===== src/core/dio_route_regs.svh =====
// constants of the digital i/o routing block: object indices, subindices, resets, timing
`ifndef DIO_ROUTE_REGS_SVH
`define DIO_ROUTE_REGS_SVH
`define DIO_IDX_IN_CFG      16'h3240
`define DIO_IDX_IN_ROUTE    16'h3242
`define DIO_IDX_DI_WORD     16'h60fd
`define DIO_IDX_DO_WORD     16'h60fe
`define DIO_IDX_OUT_CFG     16'h3250
`define DIO_IDX_OUT_ROUTE   16'h3252
`define DIO_IDX_PIN_DIR     16'h3231
`define DIO_SUB_SPECIAL_EN  8'h01
`define DIO_SUB_INVERT      8'h02
`define DIO_SUB_FORCE_EN    8'h03
`define DIO_SUB_FORCE_VAL   8'h04
`define DIO_SUB_RAW         8'h05
`define DIO_SUB_ROUTE_EN    8'h08
`define DIO_SUB_OUT_UNUSED1 8'h01
`define DIO_SUB_POLARITY    8'h02
`define DIO_SUB_MAN_EN      8'h03
`define DIO_SUB_MAN_VAL     8'h04
`define DIO_SUB_OUT_UNUSED5 8'h05
`define DIO_SUB_PIN_MASK    8'h01
`define DIO_SUB_DO_WORD     8'h01
`define DIO_POS_OUT1        16
`define DIO_POS_BRAKE       0
`define DIO_RST_WORD        32'h0000_0000
`define DIO_RST_ROUTE16     16'h0000
`define DIO_RST_CODE        8'h00
`define DIO_CLK_NS          50
`define DIO_SAMPLE_NS       1000000
`endif


===== src/core/dio_route_pkg.sv =====
// types shared by the digital i/o routing block
package dio_route_pkg;
  typedef logic [7:0]  dio_in_code_t;
  typedef logic [15:0] dio_out_route_t;
  typedef logic [31:0] dio_word_t;
endpackage


===== src/core/dio_route.sv =====
// digital input/output routing core with object-dictionary access port
`timescale 1ns/1ps
`default_nettype none
`include "dio_route_regs.svh"
module dio_route #(
  parameter int unsigned SAMPLE_CYCLES = `DIO_SAMPLE_NS / `DIO_CLK_NS
) (
  input  wire logic                      clk_i,
  input  wire logic                      rst_n_i,
  input  wire logic [5:0]                dio_i,
  output logic      [3:0]                dio_o,
  output logic      [3:0]                dio_oe_n_o,
  output logic                           brake_o,
  input  wire logic [2:0]                hall_i,
  input  wire logic [2:0]                enc_line_i,
  input  wire logic                      enc_step_i,
  input  wire logic                      pos_step_i,
  input  wire logic                      brake_pwm_i,
  input  wire logic                      od_wr_i,
  input  wire logic                      od_rd_i,
  input  wire logic [15:0]               od_idx_i,
  input  wire logic [7:0]                od_sub_i,
  input  wire dio_route_pkg::dio_word_t  od_wdata_i,
  output dio_route_pkg::dio_word_t       od_rdata_o,
  output logic                           od_ack_o,
  output logic                           od_err_o
);
  import dio_route_pkg::*;

  dio_word_t      spec_en_q, inv_q, force_en_q, force_val_q, di_q, do_q;
  dio_word_t      pol_q, man_en_q, man_val_q, unused1_q, unused5_q, rdata_q;
  dio_in_code_t   in_route_q [32];
  dio_out_route_t out_route_q [5];
  logic           in_route_en_q, out_route_en_q, ack_q, err_q;
  logic [3:0]     pin_mask_q;
  logic [5:0]     samp_q, filt_q;
  logic [4:0]     out_q;
  logic [6:0]     enc_div_q, pos_div_q;
  logic [31:0]    tick_cnt_q;
  logic           tick;
  logic           wr_in_cfg, wr_out_cfg, in_en_wr;
  logic [15:0]    phys;

  // decode of one input route code, undefined codes give zero
  function automatic logic in_src(input dio_in_code_t c, input logic [15:0] p,
                                  input logic [2:0] h, input logic [2:0] e);
    logic [6:0] s;
    logic       v;
    logic       ok;
    s  = c[6:0];
    v  = 1'b0;
    ok = 1'b1;
    if (s >= 7'h01 && s <= 7'h10) begin
      v = p[4'(s - 7'h01)];
    end else if (s >= 7'h41 && s <= 7'h43) begin
      v = h[2'(s - 7'h41)];
    end else if (s >= 7'h44 && s <= 7'h46) begin
      v = e[2'(s - 7'h44)];
    end else if (s != 7'h00) begin
      ok = 1'b0;
    end
    return ok & (v ^ c[7]);
  endfunction

  // table code that reproduces the normal-mode behaviour of word bit b
  function automatic dio_in_code_t preload(input int b, input dio_word_t sp,
      input dio_word_t iv, input dio_word_t fe, input dio_word_t fv);
    dio_in_code_t c;
    c = `DIO_RST_CODE;
    if (b >= 16 && b < 22) begin
      c = fe[b] ? {fv[b], 7'h00} : {iv[b], 7'(b - 15)};
    end else if (b < 6 && sp[b]) begin
      c = fe[b] ? {fv[b], 7'h00} : {iv[b], 7'(b + 1)};
    end
    return c;
  endfunction

  // decode of one output route entry: source selected by high byte, gated by low byte
  function automatic logic out_src(input dio_out_route_t r, input dio_word_t dw,
      input logic [6:0] ed, input logic [6:0] pd, input logic pwm);
    logic s;
    logic [7:0] h;
    h = r[15:8];
    s = 1'b0;
    if (h == 8'h00) begin
      s = 1'b1;
    end else if (h >= 8'h02 && h <= 8'h08) begin
      s = ed[3'(h - 8'h02)];
    end else if (h >= 8'h09 && h <= 8'h0f) begin
      s = pd[3'(h - 8'h09)];
    end else if (h == 8'h10) begin
      s = pwm;
    end else if (h == 8'h11) begin
      s = ~pwm;
    end
    return s & (dw[r[4:0]] ^ r[7]);
  endfunction

  assign wr_in_cfg  = od_wr_i && od_idx_i == `DIO_IDX_IN_CFG;
  assign wr_out_cfg = od_wr_i && od_idx_i == `DIO_IDX_OUT_CFG;
  assign in_en_wr   = wr_in_cfg && od_sub_i == `DIO_SUB_ROUTE_EN;
  assign phys       = {10'h000, filt_q};
  assign tick       = tick_cnt_q == 32'(SAMPLE_CYCLES - 1);

  // millisecond sampling tick
  always_ff @(posedge clk_i) begin
    if (!rst_n_i || tick) begin
      tick_cnt_q <= 32'h0000_0000;
    end else begin
      tick_cnt_q <= tick_cnt_q + 32'h0000_0001;
    end
  end

  // two agreeing samples a tick apart are needed, so sub-millisecond pulses die here
  always_ff @(posedge clk_i) begin
    if (!rst_n_i) begin
      samp_q <= 6'h00;
      filt_q <= 6'h00;
    end else if (tick) begin
      samp_q <= dio_i;
      for (int i = 0; i < 6; i++) begin
        if (dio_i[i] == samp_q[i]) begin
          filt_q[i] <= dio_i[i];
        end
      end
    end
  end

  // input configuration object
  always_ff @(posedge clk_i) begin
    if (!rst_n_i) begin
      spec_en_q     <= `DIO_RST_WORD;
      inv_q         <= `DIO_RST_WORD;
      force_en_q    <= `DIO_RST_WORD;
      force_val_q   <= `DIO_RST_WORD;
      in_route_en_q <= 1'b0;
    end else if (wr_in_cfg) begin
      unique case (od_sub_i)
        `DIO_SUB_SPECIAL_EN: spec_en_q   <= od_wdata_i;
        `DIO_SUB_INVERT:     inv_q       <= od_wdata_i;
        `DIO_SUB_FORCE_EN:   force_en_q  <= od_wdata_i;
        `DIO_SUB_FORCE_VAL:  force_val_q <= od_wdata_i;
        `DIO_SUB_ROUTE_EN:   in_route_en_q <= od_wdata_i[0];
        default: ;
      endcase
    end
  end

  // input route table; switching routing on snapshots the normal-mode function
  always_ff @(posedge clk_i) begin
    if (!rst_n_i) begin
      for (int b = 0; b < 32; b++) begin
        in_route_q[b] <= `DIO_RST_CODE;
      end
    end else if (in_en_wr && od_wdata_i[0] && !in_route_en_q) begin
      for (int b = 0; b < 32; b++) begin
        in_route_q[b] <= preload(b, spec_en_q, inv_q, force_en_q, force_val_q);
      end
    end else if (od_wr_i && od_idx_i == `DIO_IDX_IN_ROUTE && od_sub_i >= 8'h01
                 && od_sub_i <= 8'h20) begin
      in_route_q[5'(od_sub_i - 8'h01)] <= od_wdata_i[7:0];
    end
  end

  // digital-inputs word, refreshed at every sampling tick
  always_ff @(posedge clk_i) begin
    if (!rst_n_i) begin
      di_q <= `DIO_RST_WORD;
    end else if (tick) begin
      for (int b = 0; b < 32; b++) begin
        if (in_route_en_q) begin
          di_q[b] <= in_src(in_route_q[b], phys, hall_i, enc_line_i);
        end else if (b >= 16 && b < 22) begin
          di_q[b] <= force_en_q[b] ? force_val_q[b] : phys[4'(b - 16)] ^ inv_q[b];
        end else if (b < 6) begin
          di_q[b] <= spec_en_q[b] & (force_en_q[b] ? force_val_q[b] : filt_q[b] ^ inv_q[b]);
        end else begin
          di_q[b] <= 1'b0;
        end
      end
    end
  end

  // output word, output configuration, pin direction mask
  always_ff @(posedge clk_i) begin
    if (!rst_n_i) begin
      do_q           <= `DIO_RST_WORD;
      pol_q          <= `DIO_RST_WORD;
      man_en_q       <= `DIO_RST_WORD;
      man_val_q      <= `DIO_RST_WORD;
      unused1_q      <= `DIO_RST_WORD;
      unused5_q      <= `DIO_RST_WORD;
      out_route_en_q <= 1'b0;
      pin_mask_q     <= 4'h0;
    end else begin
      if (od_wr_i && od_idx_i == `DIO_IDX_DO_WORD && od_sub_i == `DIO_SUB_DO_WORD) begin
        do_q <= od_wdata_i;
      end
      if (od_wr_i && od_idx_i == `DIO_IDX_PIN_DIR && od_sub_i == `DIO_SUB_PIN_MASK) begin
        pin_mask_q <= od_wdata_i[3:0];
      end
      if (wr_out_cfg) begin
        unique case (od_sub_i)
          `DIO_SUB_OUT_UNUSED1: unused1_q <= od_wdata_i;
          `DIO_SUB_POLARITY:    pol_q     <= od_wdata_i;
          `DIO_SUB_MAN_EN:      man_en_q  <= od_wdata_i;
          `DIO_SUB_MAN_VAL:     man_val_q <= od_wdata_i;
          `DIO_SUB_OUT_UNUSED5: unused5_q <= od_wdata_i;
          `DIO_SUB_ROUTE_EN:    out_route_en_q <= od_wdata_i[0];
          default: ;
        endcase
      end
    end
  end

  // output route table
  always_ff @(posedge clk_i) begin
    if (!rst_n_i) begin
      for (int j = 0; j < 5; j++) begin
        out_route_q[j] <= `DIO_RST_ROUTE16;
      end
    end else if (od_wr_i && od_idx_i == `DIO_IDX_OUT_ROUTE && od_sub_i >= 8'h01
                 && od_sub_i <= 8'h05) begin
      out_route_q[3'(od_sub_i - 8'h01)] <= od_wdata_i[15:0];
    end
  end

  // divider counters on encoder and position steps
  always_ff @(posedge clk_i) begin
    if (!rst_n_i) begin
      enc_div_q <= 7'h00;
      pos_div_q <= 7'h00;
    end else begin
      enc_div_q <= enc_div_q + 7'(enc_step_i);
      pos_div_q <= pos_div_q + 7'(pos_step_i);
    end
  end

  // output pins: full-clock update keeps every pin far above 10 khz
  always_ff @(posedge clk_i) begin
    if (!rst_n_i) begin
      out_q <= 5'h00;
    end else begin
      for (int j = 0; j < 5; j++) begin
        automatic int  p = (j == 0) ? `DIO_POS_BRAKE : `DIO_POS_OUT1 + j - 1;
        automatic logic base = out_route_en_q ?
            out_src(out_route_q[j], do_q, enc_div_q, pos_div_q, brake_pwm_i) : do_q[p];
        out_q[j] <= man_en_q[p] ? man_val_q[p] : base ^ pol_q[p];
      end
    end
  end

  assign dio_o      = out_q[4:1];
  assign dio_oe_n_o = ~pin_mask_q;
  assign brake_o    = out_q[0];

  // read port with one-cycle answer; unknown objects flag an error
  always_ff @(posedge clk_i) begin
    if (!rst_n_i) begin
      rdata_q <= `DIO_RST_WORD;
      ack_q   <= 1'b0;
      err_q   <= 1'b0;
    end else begin
      ack_q <= od_wr_i | od_rd_i;
      err_q <= 1'b0;
      if (od_rd_i) begin
        rdata_q <= `DIO_RST_WORD;
        unique case (od_idx_i)
          `DIO_IDX_IN_CFG: begin
            unique case (od_sub_i)
              `DIO_SUB_SPECIAL_EN: rdata_q <= spec_en_q;
              `DIO_SUB_INVERT:     rdata_q <= inv_q;
              `DIO_SUB_FORCE_EN:   rdata_q <= force_en_q;
              `DIO_SUB_FORCE_VAL:  rdata_q <= force_val_q;
              `DIO_SUB_RAW:        rdata_q <= {10'h000, filt_q, 16'h0000};
              `DIO_SUB_ROUTE_EN:   rdata_q <= {31'h0, in_route_en_q};
              default:             err_q   <= 1'b1;
            endcase
          end
          `DIO_IDX_IN_ROUTE: begin
            if (od_sub_i >= 8'h01 && od_sub_i <= 8'h20) begin
              rdata_q <= {24'h0, in_route_q[5'(od_sub_i - 8'h01)]};
            end else begin
              err_q <= 1'b1;
            end
          end
          `DIO_IDX_OUT_ROUTE: begin
            if (od_sub_i >= 8'h01 && od_sub_i <= 8'h05) begin
              rdata_q <= {16'h0, out_route_q[3'(od_sub_i - 8'h01)]};
            end else begin
              err_q <= 1'b1;
            end
          end
          `DIO_IDX_OUT_CFG: begin
            unique case (od_sub_i)
              `DIO_SUB_OUT_UNUSED1: rdata_q <= unused1_q;
              `DIO_SUB_POLARITY:    rdata_q <= pol_q;
              `DIO_SUB_MAN_EN:      rdata_q <= man_en_q;
              `DIO_SUB_MAN_VAL:     rdata_q <= man_val_q;
              `DIO_SUB_OUT_UNUSED5: rdata_q <= unused5_q;
              `DIO_SUB_ROUTE_EN:    rdata_q <= {31'h0, out_route_en_q};
              default:              err_q   <= 1'b1;
            endcase
          end
          `DIO_IDX_DI_WORD:  rdata_q <= di_q;
          `DIO_IDX_DO_WORD:  rdata_q <= do_q;
          `DIO_IDX_PIN_DIR:  rdata_q <= {28'h0, pin_mask_q};
          default:           err_q   <= 1'b1;
        endcase
      end
    end
  end

  assign od_rdata_o = rdata_q;
  assign od_ack_o   = ack_q;
  assign od_err_o   = err_q;

  // checks on the routing behaviour
  AST_PRELOAD: assert property (@(posedge clk_i) disable iff (!rst_n_i)
    (in_en_wr && od_wdata_i[0] && !in_route_en_q && !force_en_q[16])
    |=> in_route_q[16] == {$past(inv_q[16]), 7'h01}) else $error("preload of bit 16 wrong");
  AST_FORCE_IGNORED: assert property (@(posedge clk_i) disable iff (!rst_n_i)
    (in_route_en_q && tick && in_route_q[16] == 8'h81 && force_en_q[16] && force_val_q[16])
    |=> di_q[16] == !$past(filt_q[0])) else $error("force acted while routing");
  AST_IN_PHYS: assert property (@(posedge clk_i) disable iff (!rst_n_i)
    (in_route_en_q && tick && in_route_q[0] == 8'h01) |=> di_q[0] == $past(filt_q[0]))
    else $error("routed pin 1 not on bit 0");
  AST_IN_ONE: assert property (@(posedge clk_i) disable iff (!rst_n_i)
    (in_route_en_q && tick && in_route_q[2] == 8'h80) |=> di_q[2])
    else $error("code 80 not one");
  AST_IN_BAD: assert property (@(posedge clk_i) disable iff (!rst_n_i)
    (in_route_en_q && tick && in_route_q[0] == 8'h20) |=> !di_q[0])
    else $error("undefined code not zero");
  AST_OUT_PIN: assert property (@(posedge clk_i) disable iff (!rst_n_i)
    (!out_route_en_q && !man_en_q[17] && !pol_q[17]) |=> out_q[2] == $past(do_q[17]))
    else $error("output 2 not from bit 17");
  AST_OUT_POL: assert property (@(posedge clk_i) disable iff (!rst_n_i)
    (!out_route_en_q && !man_en_q[17] && pol_q[17] && do_q[17]) |=> !out_q[2])
    else $error("polarity not applied");
  AST_OVR: assert property (@(posedge clk_i) disable iff (!rst_n_i)
    man_en_q[0] |=> brake_o == $past(man_val_q[0])) else $error("brake override lost");
  AST_CONST0: assert property (@(posedge clk_i) disable iff (!rst_n_i)
    (out_route_en_q && !man_en_q[16] && !pol_q[16] && out_route_q[1][15:8] == 8'h01)
    |=> !out_q[1]) else $error("source 01 not low");
endmodule
`default_nettype wire


===== config.mk =====
export PLATFORM = sky130hd
export DESIGN_NAME = dio_route
export DESIGN_NICKNAME = d
export VERILOG_FILES = /design/src/core/dio_route_pkg.sv /design/src/core/dio_route.sv
export VERILOG_INCLUDE_DIRS = /design/src /design/src/core
export SDC_FILE = /design/constraint.sdc
export NUM_CORES = 2
export LEC_CHECK = 0
export ABC_CLOCK_PERIOD_IN_PS = 4720
export CORE_ASPECT_RATIO = 1.25
export CORE_MARGIN = 2
export CORE_UTILIZATION = 45
export CTS_CLUSTER_DIAMETER = 40
export DETAILED_ROUTE_END_ITERATION = 10
export DONT_BUFFER_PORTS = 1
export SYNTH_ARGS = -nofsm -noshare
export SYNTH_HDL_FRONTEND = slang
export SYNTH_SLANG_ARGS = --single-unit

===== constraint.sdc =====
create_clock -name clk_i -period 4.72 [get_ports clk_i]
set_clock_uncertainty 0.1 [all_clocks]
set_input_delay 0.708 -clock clk_i [delete_from_list [all_inputs] [get_ports clk_i]]
set_output_delay 0.708 -clock clk_i [all_outputs]
set_load 0.05 [all_outputs]

==> impl_metrics.csv <==
group,metric,value,unit
status,status,"complete, no violations",
worst_setup_path,path_max_fanout,9,
floorplanning,core_region_area,0.110,sq mm
power,p_int,0.0142,W
placed_design,detailedPlace.worstSlack,0.610,ns
floorplanning,die_x,301,microns
global_route,grt_pass1_wl,264,mm
placed_design,place.gp.congestion,0.964,
power,powerDensity,344,mW/mm^2
logic_synthesis,seq_area_frac_synth,41.7,%
logic_synthesis,syn_area_per_cell,9.39,sq um
power,irDropWorstVdd,0.000346,V
logic_synthesis,synth_edf_count,384,
logic_synthesis,yosys-top-cells-area,"edfxtp_1, dfxtp_1, nand2_1",
timing,setup_viol,0,
clock_tree,clkSinkCount,839,
logic_synthesis,yosysTopAreaCellShare,23.3,%
clock_tree,cts_made_buffers,119,
placed_design,portBuffers,0,
power,switching_power,0.00491,W
worst_setup_path,crit_chain,"mux4_2 > mux2i_1 > o22ai_1 > o21ai_0 > nor3b_1 > xnor2_1 > a21oi_1",
hold_path,hold_class,"in2reg",
floorplanning,die_area,0.113,sq mm
finish,regMostFlops,"in_route_q",
finish,top_regs,"in_route_q x256, out_route_q x128",
routing,drt_iter0_markers,5241,
timing,maxSlewViolCount,0,
logic_synthesis,yosysUniqueCellTypes,97,
worst_setup_path,cp_top_family,"multiplexers",
floorplanning,start_util,45.1,%
worst_setup_path,crit_slowest_cell,"edfxtp_1",
timing,fin_crit_sh,81.7,%
floorplanning,pin_count,118,
floorplanning,dieHeight,375,microns
logic_synthesis,yosysWarnings,0,
logic_synthesis,synth_top_area_cell,"edfxtp_1",
clock_tree,cts_buffer_depth,3,
power,pwr-share-clk,50.4,%
power,p_seq_share,42.3,%
timing,timing.final.crit_period,3.85,ns
clock_tree,cts_setup_buffers,0,
timing,worst_pin_slew,1.15,ns
logic_synthesis,synth_common_cells,"nand2_1, dfxtp_1, a21oi_1",
logic_synthesis,synth_async_sr_flop_share,0,%
finish,nNetsFinal,5379,
logic_synthesis,netlist_area,0.0495,sq mm
worst_setup_path,crit_type,"reg2reg",
power,comb_power_share,7.3,%
routing,drt-wirelength-per-cell,27.0,microns
routing,drtPass1Iterations,8,
clock_tree,htree_levels,3,
timing,hold_violations,0,
routing,drtAntennaViolNets,0,
worst_setup_path,required,5.28,ns
power,p_sw_share,25.7,%
clock_tree,cts_tree,"built",
logic_synthesis,yosysMostFrequentCell,"nand2_1",
logic_synthesis,syn_nets,5495,
finish,utilization,50.7,%
routing,via_per_inst,6.27,
finish,largest_reg_flops,256,
timing,fin_setup_tns,0,ns
power,leakage,19.3,nW
clock_tree,root_buffer,"clkbuf_16",
global_route,grtUsageTotal,31.5,%
global_route,antenna_found_initial,9,
timing,timing.fmax,259,MHz
routing,drt-total-wl,181,mm
timing,rsz0062_at_grt,"false",
clock_tree,clk_pin_slew,0.06,ns
worst_setup_path,arrival,4.42,ns
timing,slew_headroom,22.5,%
worst_setup_path,end_kind,"flip-flop",
worst_setup_path,startpoint_type,"flip-flop",
logic_synthesis,synth_cells,5269,
routing,drcViolationCount,0,
worst_setup_path,path_buf_inv,0,
routing,vias,42100,
finish,syn_to_final_growth,12.2,%
global_route,grt_pass1_vias,39300,
finish,final_layout_size_suffix_gt1_share,12.1,%
global_route,grt_start_max_net_pins,165,
run,drv_cap,0,
clock_tree,clock_latency,0.77,ns
timing,layout_setup_ws,0.865,ns
placed_design,place_hpwl,117,mm
global_route,grt.overflow.total,0,
floorplanning,rows,136,
logic_synthesis,synthFlopType,"dfxtp_1",
logic_synthesis,ys_ff_latch,839,
worst_setup_path,critPathMaxStageDelay,0.83,ns
power,power.total,0.0191,W
layout make-up:
| class | count | area (sq um) |
|---|---|---|
| inverters | 134 | 510 |
| fillers | 10000 | 54100 |
| diodes | 4 | 10.0 |
| multi-input cells | 3895 | 26800 |
| repair buffers | 164 | 1480 |
| clock buffers | 137 | 3190 |
| clock inverters | 88 | 1100 |
| well taps | 1449 | 1810 |
| flip-flops and latches | 839 | 20600 |
what timing repair did:
item                                    CTS  global route
hold endpoints to repair                319             0
endpoints found under the setup margin    0             0
hold buffers                             50             0
gates resized for setup                   0             0
stage by stage:
step | area [sq um] | cells | hold slack [ns]
global route | 55500 | 6706 | 0.0218
detailed placement | 50700 | 6431 | 0.343
CTS | 55500 | 6706 | 0.0000849
finish | 55500 | 6710 | 0.0312
global placement | 50700 | 6431 | 0.330
floorplan | 49500 | 5269 | 0.318
cell families after synthesis:
logic type      Yosys count  share of synthesized area (%)
flops                   839                           41.7
mux                     396                           12.3
fa+ha+maj               151                           3.82
simple gates           2049                           20.2
xor+xnor                120                           2.12
buf+inv                 535                           4.43
compound gates         1179                           15.5
final timing paths:
kind	start	endpoint	slack (ns)	depth (start not counted)
max	out_route_q[0][1]	out_q[0]	0.87	7
min	od_wdata_i[2]	do_q[2]	0.03	2
max reg2reg	out_route_q[0][1]	out_q[0]	0.87	7
min reg2reg	pol_q[20]	pol_q[20]	0.35	2
layout by cell type (no fill, tap or decap), types with 123 or more instances in the layout:
cell | netlist | routed
mux2i_1 | 189 | 189
dfxtp_1 | 455 | 449
a21oi_1 | 410 | 409
o21ai_0 | 187 | 184
ha_1 | 151 | 150
inv_1 | 132 | 131
nand2_1 | 987 | 987
and2_1 | 322 | 322
clkbuf_16 | 0 | 123
edfxtp_1 | 384 | 384
mux4_2 | 164 | 164
nor2_1 | 233 | 223
power groups by stage:
stage / combinational (W) / sequential (W) / clock [W]
after detailed placement: 0.00127 / 0.00822 / 0
after global placement: 0.00126 / 0.00822 / 0
after floorplan: 0.00112 / 0.00804 / 0
after global routing: 0.00149 / 0.00810 / 0.00998
final: 0.00140 / 0.00808 / 0.00961
after CTS: 0.00138 / 0.00807 / 0.00968
worst register-to-register path: cells and delay by family (launching register included):
kind | cells | cell delay (ns)
DFF | 1 | 0.83
and+or+nand+nor | 1 | 0.83
AOI/OAI and AO/OA | 3 | 0.67
muxes | 2 | 1.20
xor gates and xnor gates | 1 | 0.14
layer usage:
| metal | vias to the layer above | share of wire [%] | GRT usage [%] |
|---|---|---|---|
| met5 | - | 0.031 | 0 |
| met4 | 10 | 5.8 | 17.2 |
| met3 | 458 | 10 | 6.97 |
| met2 | 2237 | 46 | 50.0 |
| met1 | 20500 | 38 | 39.7 |
| li1 | 18900 | - | - |
Power figures use the tool's default switching activity.
